**src/core/gcbr_defines.vh**
```
// Constants for the gap-count and bus-reset control block
// Behaviour
// - Trigger bit write starts bus reset sequence
// - Trigger write also loads holdoff and gap
// - Sent or received config packets load both
// - Two resets without update force gap 63
// - Register reflects transmitted config from the next cycle
`ifndef GCBR_DEFINES_VH
`define GCBR_DEFINES_VH
`define GCBR_GAP_W         6
`define GCBR_GAP_MAX       6'h3F
`define GCBR_GAP_RESET     6'h3F
`define GCBR_RHB_RESET     1'b0
`define GCBR_RST_CNT_W     2
`define GCBR_RST_LIMIT     2'h2
`define GCBR_RST_ZERO      2'h0
`define GCBR_RST_ONE       2'h1
`define GCBR_BIT_TRIGGER   7
`define GCBR_BIT_RHB       6
`define GCBR_GAP_MSB       5
`define GCBR_SYNC_ZERO     2'h0
`define GCBR_SYNC_ONES     2'h3
`define GCBR_ST_IDLE       2'h0
`define GCBR_ST_ONE        2'h1
`define GCBR_ST_FORCED     2'h2
`define GCBR_ST_SPARE      2'h3
`endif

```
**src/core/gcbr_sync.v**
```verilog
// Two-stage reset release synchroniser
`include "gcbr_defines.vh"

module gcbr_sync (
   // Clock and raw reset
   input  wire clock,
   input  wire resetn,
   // Synchronised reset
   output wire resetn_sync
);
   reg [1:0] stage_q;

   always @(posedge clock or negedge resetn) begin
      if (!resetn) begin
         stage_q <= `GCBR_SYNC_ZERO;
      end else begin
         stage_q <= {stage_q[0], 1'b1};
      end
   end

   assign resetn_sync = stage_q[1];
endmodule // gcbr_sync

```
**src/core/gcbr_top.v**
```verilog
// Register 1 control: bus reset trigger, root holdoff and gap count
`include "gcbr_defines.vh"

module gcbr_top #(
   parameter GAP_W = `GCBR_GAP_W
) (
   // Clock and reset
   input  wire             clock,
   input  wire             resetn,
   // Register 1 write port from the link layer
   input  wire             reg1_wr,
   input  wire [7:0]       reg1_wdata,
   // Config packet contents, sent or received
   input  wire             cfg_rx_valid,
   input  wire             cfg_tx_valid,
   input  wire             cfg_root_hold_off,
   input  wire [GAP_W-1:0] cfg_gap_count,
   // Bus reset events seen on the cable
   input  wire             bus_reset_seen,
   // Register 1 read view
   output wire [7:0]       reg1_rdata,
   output reg              root_hold_off_flag,
   output reg  [GAP_W-1:0] gap_count,
   // Request to the arbitration logic
   output reg              bus_reset_start
);
   // Reset-count states: bus resets seen since the last gap update
   localparam [1:0] ST_IDLE   = `GCBR_ST_IDLE;
   localparam [1:0] ST_ONE    = `GCBR_ST_ONE;
   localparam [1:0] ST_FORCED = `GCBR_ST_FORCED;
   localparam [1:0] ST_SPARE  = `GCBR_ST_SPARE;

   // Synchronised reset
   wire             rst_n;

   // Request decode
   wire             trig_wr;
   wire             cfg_load;
   wire             upd;
   wire             force_max;
   wire             wr_rhb;
   wire [GAP_W-1:0] wr_gap;

   // One-hot source select
   reg              src_wr;
   reg              src_cfg;
   reg              src_force;

   // Load strobes per field
   wire             load_rhb;
   wire             load_gap;

   // Next values
   reg  [1:0]       state_q;
   reg  [1:0]       state_d;
   reg              rhb_d;
   wire [GAP_W-1:0] gap_d;
   reg              start_d;

   // Register 1 read view, built field by field
   wire             rd_trig;
   wire             rd_rhb;
   wire [GAP_W-1:0] rd_gap;

   genvar           i;

   gcbr_sync u_sync (
      .clock       (clock),
      .resetn      (resetn),
      .resetn_sync (rst_n)
   );

   // Writes without the trigger bit are dropped whole, so a stray write
   // cannot move the holdoff flag or gap count without a bus reset
   assign trig_wr   = reg1_wr & reg1_wdata[`GCBR_BIT_TRIGGER];
   assign wr_rhb    = reg1_wdata[`GCBR_BIT_RHB];
   assign wr_gap    = reg1_wdata[`GCBR_GAP_MSB:0];

   // Sent and received packets load alike
   assign cfg_load  = cfg_rx_valid | cfg_tx_valid;
   assign upd       = trig_wr | cfg_load;

   // An update in the same cycle as a reset wins and restarts the count;
   // a reset seen while already one deep forces the maximum
   assign force_max = bus_reset_seen & ~upd & (state_q != ST_IDLE);

   // Count bus resets with no gap update in between
   always @* begin
      state_d = state_q;
      case (state_q)
         ST_IDLE: begin
            if (upd) begin
               state_d = ST_IDLE;
            end else if (bus_reset_seen) begin
               state_d = ST_ONE;
            end
         end
         ST_ONE: begin
            if (upd) begin
               state_d = ST_IDLE;
            end else if (bus_reset_seen) begin
               state_d = ST_FORCED;
            end
         end
         ST_FORCED: begin
            if (upd) begin
               state_d = ST_IDLE;
            end else begin
               state_d = ST_FORCED;
            end
         end
         ST_SPARE: begin
            state_d = ST_IDLE;
         end
         default: begin
            state_d = ST_IDLE;
         end
      endcase
   end

   // Priority: trigger write, then config packet, then the forced maximum
   always @* begin
      src_wr    = 1'b0;
      src_cfg   = 1'b0;
      src_force = 1'b0;
      if (trig_wr) begin
         src_wr = 1'b1;
      end else if (cfg_load) begin
         src_cfg = 1'b1;
      end else if (force_max) begin
         src_force = 1'b1;
      end
   end

   // A bus reset never touches the holdoff flag
   assign load_rhb = src_wr | src_cfg;
   assign load_gap = src_wr | src_cfg | src_force;

   always @* begin
      rhb_d = root_hold_off_flag;
      if (src_wr) begin
         rhb_d = wr_rhb;
      end else if (src_cfg) begin
         rhb_d = cfg_root_hold_off;
      end
   end

   // Same selection per bit; the forced maximum is all ones
   generate
      for (i = 0; i < GAP_W; i = i + 1) begin : g_gap_bit
         assign gap_d[i] = src_wr    ? wr_gap[i] :
                           src_cfg   ? cfg_gap_count[i] :
                           src_force ? 1'b1 :
                                       gap_count[i];
      end
   endgenerate

   // Bus reset request lasts exactly one cycle per trigger write
   always @* begin
      start_d = 1'b0;
      if (trig_wr) begin
         start_d = 1'b1;
      end
   end

   // Reset-count state
   always @(posedge clock or negedge rst_n) begin
      if (!rst_n) begin
         state_q <= ST_IDLE;
      end else begin
         state_q <= state_d;
      end
   end

   // Holdoff flag keeps its value unless a write or packet loads it
   always @(posedge clock or negedge rst_n) begin
      if (!rst_n) begin
         root_hold_off_flag <= `GCBR_RHB_RESET;
      end else if (load_rhb) begin
         root_hold_off_flag <= rhb_d;
      end
   end

   // Gap count is loaded in the cycle after the packet, so a read right
   // after a transmitted packet already shows the new value
   always @(posedge clock or negedge rst_n) begin
      if (!rst_n) begin
         gap_count <= `GCBR_GAP_RESET;
      end else if (load_gap) begin
         gap_count <= gap_d;
      end
   end

   // Request to the arbitration logic
   always @(posedge clock or negedge rst_n) begin
      if (!rst_n) begin
         bus_reset_start <= 1'b0;
      end else begin
         bus_reset_start <= start_d;
      end
   end

   // Trigger bit reads back as zero; it is self clearing
   assign rd_trig    = 1'b0;
   assign rd_rhb     = root_hold_off_flag;
   assign rd_gap     = gap_count;
   assign reg1_rdata = {rd_trig, rd_rhb, rd_gap};
endmodule // gcbr_top

```
**config.mk**
```make
export PLATFORM = sky130hd
export DESIGN_NAME = gcbr_top
export DESIGN_NICKNAME = d
export VERILOG_FILES = /design/src/core/gcbr_sync.v /design/src/core/gcbr_top.v
export VERILOG_INCLUDE_DIRS = /design/src /design/src/core
export SDC_FILE = /design/constraint.sdc
export NUM_CORES = 1
export LEC_CHECK = 0
export ABC_CLOCK_PERIOD_IN_PS = 1700
export BUFFER_PORTS_ARGS = -buffer_cell sky130_fd_sc_hd__buf_2
export CAP_MARGIN = 20
export CORE_MARGIN = 8
export CORE_UTILIZATION = 45
export DETAILED_ROUTE_END_ITERATION = 8
export GPL_TIMING_DRIVEN = 0
export PLACE_DENSITY = 0.81
export SYNTH_ARGS = -nofsm -noshare
export SYNTH_HDL_FRONTEND = slang
export SYNTH_SLANG_ARGS = --single-unit
```
**constraint.sdc**
```tcl
create_clock -name clock -period 1.7 [get_ports clock]
set_input_delay 0.51 -clock clock [delete_from_list [all_inputs] [get_ports clock]]
set_output_delay 0.51 -clock clock [all_outputs]
set_load 0.03 [all_outputs]
```
==> tab_implementation.tex <==
\begin{tabular}{lr}
\hline
Metric & Value \\
\hline
\multicolumn{2}{l}{\textbf{Status}} \\
Outcome & finished clean \\
\multicolumn{2}{l}{\textbf{Power and ir drop}} \\
Power density of the placed cells & 879 nW/µm² \\
Peak ir drop on the vdd network & 0.471 mV \\
Total design power & 0.000786 W \\
Pleak & 0.441 nW \\
\multicolumn{2}{l}{\textbf{Place}} \\
IO buf count & 35 \\
Post-place instance area & 848 µm² \\
Hpwl dp & 1220 µm \\
Global placement routability congestion & 0.733 \\
\multicolumn{2}{l}{\textbf{Logic synthesis}} \\
Mean instance size in the synthesized netlist & 11.7 µm² \\
Synth Area in Compound Gates & 13.6\% \\
Unique masters post-synth & 21 \\
Xor-xnor portion of the synthesized cell area & 0\% \\
Number of flip-flops and latches in the synthesized netlist & 12 \\
Cell accounting for the most synthesized area & dfstp\_2 \\
Count of yosys warnings during synthesis & 0 \\
Fraction of the mapped netlist area in adder cells & 5.74\% \\
Post-synthesis mux area share & 4.59\% \\
Cell area after technology mapping & 654 µm² \\
Main combinational cell family by area after synthesis & simple AND/OR/NAND/NOR gates \\
Simple-gate portion of the synthesized area & 15.3\% \\
Top cells by area, synth & dfstp\_2, dfrtp\_1, o221a\_1, buf\_4, ha\_1 \\
Post-synthesis net count & 80 \\
Share of the yosys chip area belonging to registers & 47.0\% \\
Synth top area share & 24.1\% \\
Count of mapped cells out of synthesis & 56 \\
\multicolumn{2}{l}{\textbf{Timing}} \\
Unrepaired setup endpoints after global routing & false \\
Final Skew & 0.000795 ns \\
Sum Neg Setup Slack & 0 ns \\
Final Hold Violating Endpoints & 0 \\
Final Critical Period & 1.61 ns \\
Final setup vio count & 0 \\
Max-slew violation count & 0 \\
Share of the clock period used by the worst path after layout & 94.7\% \\
Maximum clock rate & 621 MHz \\
\multicolumn{2}{l}{\textbf{CTS}} \\
CTS tree & yes \\
Number of H-tree levels & 1 \\
Gates resized, CTS repair & 0 \\
Number of buffers created by CTS & 3 \\
Clock latency on the worst-skew pair & 0.27 ns \\
Sink count of the clock tree & 12 \\
Clock root cell & clkbuf\_4 \\
Register clock-pin slew on the reported worst setup and hold paths & 0.08 ns \\
Clk buf depth & 2 \\
\multicolumn{2}{l}{\textbf{Setup path}} \\
Crit end category & primary output \\
Critical path's slowest cell & dfstp\_2 \\
Arrival time at the worst endpoint & 1.10 ns \\
Data required, critical path & 1.19 ns \\
Worst Path Buf+Inv & 2 \\
Critical Path Start Type & register \\
Reg-to-reg setup timing slack & 0.43 ns \\
Crit-path max cell delay & 0.55 ns \\
Cell family with the largest share of critical-path delay & flip-flops \\
Crit path max fanout & 3 \\
Critical-path cell list & buf\_4 > buf\_2 \\
Crit Path Category & register to primary output \\
\multicolumn{2}{l}{\textbf{Flow run}} \\
Maximum Capacitance Violations & 0 \\
\multicolumn{2}{l}{\textbf{GRT}} \\
Vias in the first global route & 516 \\
Pin count of the biggest net entering global routing & 11 \\
First-pass GRT wire length & 2200 µm \\
Remaining global-route overflow & 0 \\
Antenna violations before repair & 0 \\
Total global-route track usage & 9.91\% \\
\multicolumn{2}{l}{\textbf{Die}} \\
Die width & 54.1 µm \\
Area inside the core boundary & 1330 µm² \\
I/O pin cnt & 37 \\
Placement Rows & 13 \\
Height of the chip & 54.1 µm \\
Die Footprint & 2930 µm² \\
Initial core utilization & 49.1\% \\
\multicolumn{2}{l}{\textbf{Cells and area}} \\
Final cell utilization of the core & 67.1\% \\
Number of nets in the layout & 121 \\
Fraction of final layout cells sized beyond drive strength 1 & 60.4\% \\
Area added between synthesis and finish & 36.7\% \\
Design Area, Final & 895 µm² \\
Number of diodes added for antenna fixing & 0 \\
\multicolumn{2}{l}{\textbf{Route}} \\
Detail-routed net length per standard cell & 13.1 µm \\
Number of DRC markers in iteration 0 & 4 \\
Number of vias after detailed routing & 513 \\
Count of antenna-violating nets left after detailed routing & 0 \\
Number of vias per cell after detailed routing & 4.62 \\
DRC Markers & 0 \\
Pre-antenna DRT Iters & 4 \\
Aggregate routed wire length & 1460 µm \\
\multicolumn{2}{l}{\textbf{Worst hold path}} \\
Hold Path Class & register to asynchronous set/reset pin \\
\hline
\end{tabular}
-- metrics by stage --
stage / std cells / hold WS [ns] / setup WS, ns
finish: 111 / 0.164 / 0.0909
floorplan: 56 / 0.116 / 0.393
CTS: 110 / 0.00927 / 0.0887
detailed placement: 106 / 0.170 / 0.383
global placement: 106 / 0.169 / 0.399
global route: 111 / 0.208 / 0.0602
-- sequential cells by signal (all words and copies together) (netlist names) --
name and count:
gap_count 6, state_q 2, root_hold_off_flag 1, bus_reset_start 1, u_sync.stage_q 2
-- placed cells by master, fill, tap and decap left out --
cell type and instances:
inv_1 3, nor2b_1 1, nor2_4 1, buf_6 1, conb_1 2, o221a_1 6
buf_2 35, or2_1 3, clkbuf_8 1, nand2_2 1, buf_4 8, or2_0 3
nand2b_1 1, dfrtp_1 6, nand2_1 1, o21bai_1 1, ha_1 3, dfstp_2 6
a21oi_1 1, mux2i_1 3, o21ai_2 1, nand3_4 1, clkbuf_4 3, dlygate4sd3_1 1
nor2_1 3
-- routing by layer --
metal | wire, µm | share of wire (%) | GRT usage (%) | up-vias
li1 | - | - | - | 259
met1 | 550 | 38 | 11.6 | 226
met2 | 679 | 47 | 17.0 | 26
met3 | 217 | 15 | 3.31 | 2
met4 | 12 | 0.82 | 2.46 | 0
met5 | 0 | 0 | 0 | -
-- cells in the mapped netlist --
| cell | number |
|---|---|
| nand2_1 | 1 |
| buf_4 | 8 |
| nand2_2 | 1 |
| nand2b_1 | 1 |
| dfstp_2 | 6 |
| or2_1 | 3 |
| o21ai_2 | 1 |
| a21oi_1 | 1 |
| conb_1 | 2 |
| nor2_4 | 1 |
| inv_1 | 3 |
| o21bai_1 | 1 |
| buf_6 | 1 |
| nor2_1 | 3 |
| nor2b_1 | 1 |
| or2_0 | 3 |
| mux2i_1 | 3 |
| ha_1 | 3 |
| nand3_4 | 1 |
| o221a_1 | 6 |
| dfrtp_1 | 6 |
-- worst reg2reg max path, delay by kind of cell (launching register included) --
| kind | cells | cell delay [ns] |
|---|---|---|
| compound gates | 1 | 0.24 |
| mux | 1 | 0.22 |
| simple gates | 1 | 0.05 |
| fa+ha+maj | 1 | 0.20 |
| buf+inv | 1 | 0.07 |
| flops | 1 | 0.37 |
-- worst paths after layout --
kind	startpoint	to	depth (start not counted)
max in group asynchronous	resetn	u_sync.stage_q[1]$_DFF_PN0_	2
max reg2reg	state_q[0]$_DFFE_PN0P_	state_q[1]$_DFFE_PN0P_	5
min reg2reg	u_sync.stage_q[1]$_DFF_PN0_	state_q[1]$_DFFE_PN0P_	0
min	u_sync.stage_q[1]$_DFF_PN0_	state_q[1]$_DFFE_PN0P_	0
max	gap_count[2]$_DFFE_PN1P_	reg1_rdata[2]	2
min in group clock	u_sync.stage_q[0]$_DFF_PN0_	u_sync.stage_q[1]$_DFF_PN0_	0
-- power by group --
part	switching [W]	internal (W)	leakage [nW]	total [W]
clock	0.0000948	0.000130	0.0210	0.000225
sequential	0.0000180	0.000319	0.138	0.000337
combinational	0.000132	0.0000927	0.281	0.000224
-- cell families (layout without fill, tap and decap cells) --
family                   Yosys count  count (layout)
AO/OA/AOI/OAI                      9               9
adder cells (fa/ha/maj)            3               3
AND/OR/NAND/NOR                   15              15
multiplexers                       3               3
other                              2               2
flip-flops                        12              12
buffers and inverters             12              52
-- what timing repair did --
item | 4_1_cts | 5_1_grt
endpoints found under the hold margin | 0 | 2
setup buffers | 0 | 0
hold buffers | 0 | 1
-- layout make-up --
cell class | count | area [µm²]
Sequential cell | 12 | 308
Clock buffer | 4 | 36.3
Multi-Input combinational cell | 32 | 264
Inverter | 3 | 11.3
Fill cell | 109 | 439
Tap cell | 15 | 18.8
Timing Repair Buffer | 36 | 185
Buffer | 9 | 71.3
Note: power is estimated with default switching activity, not from simulation.
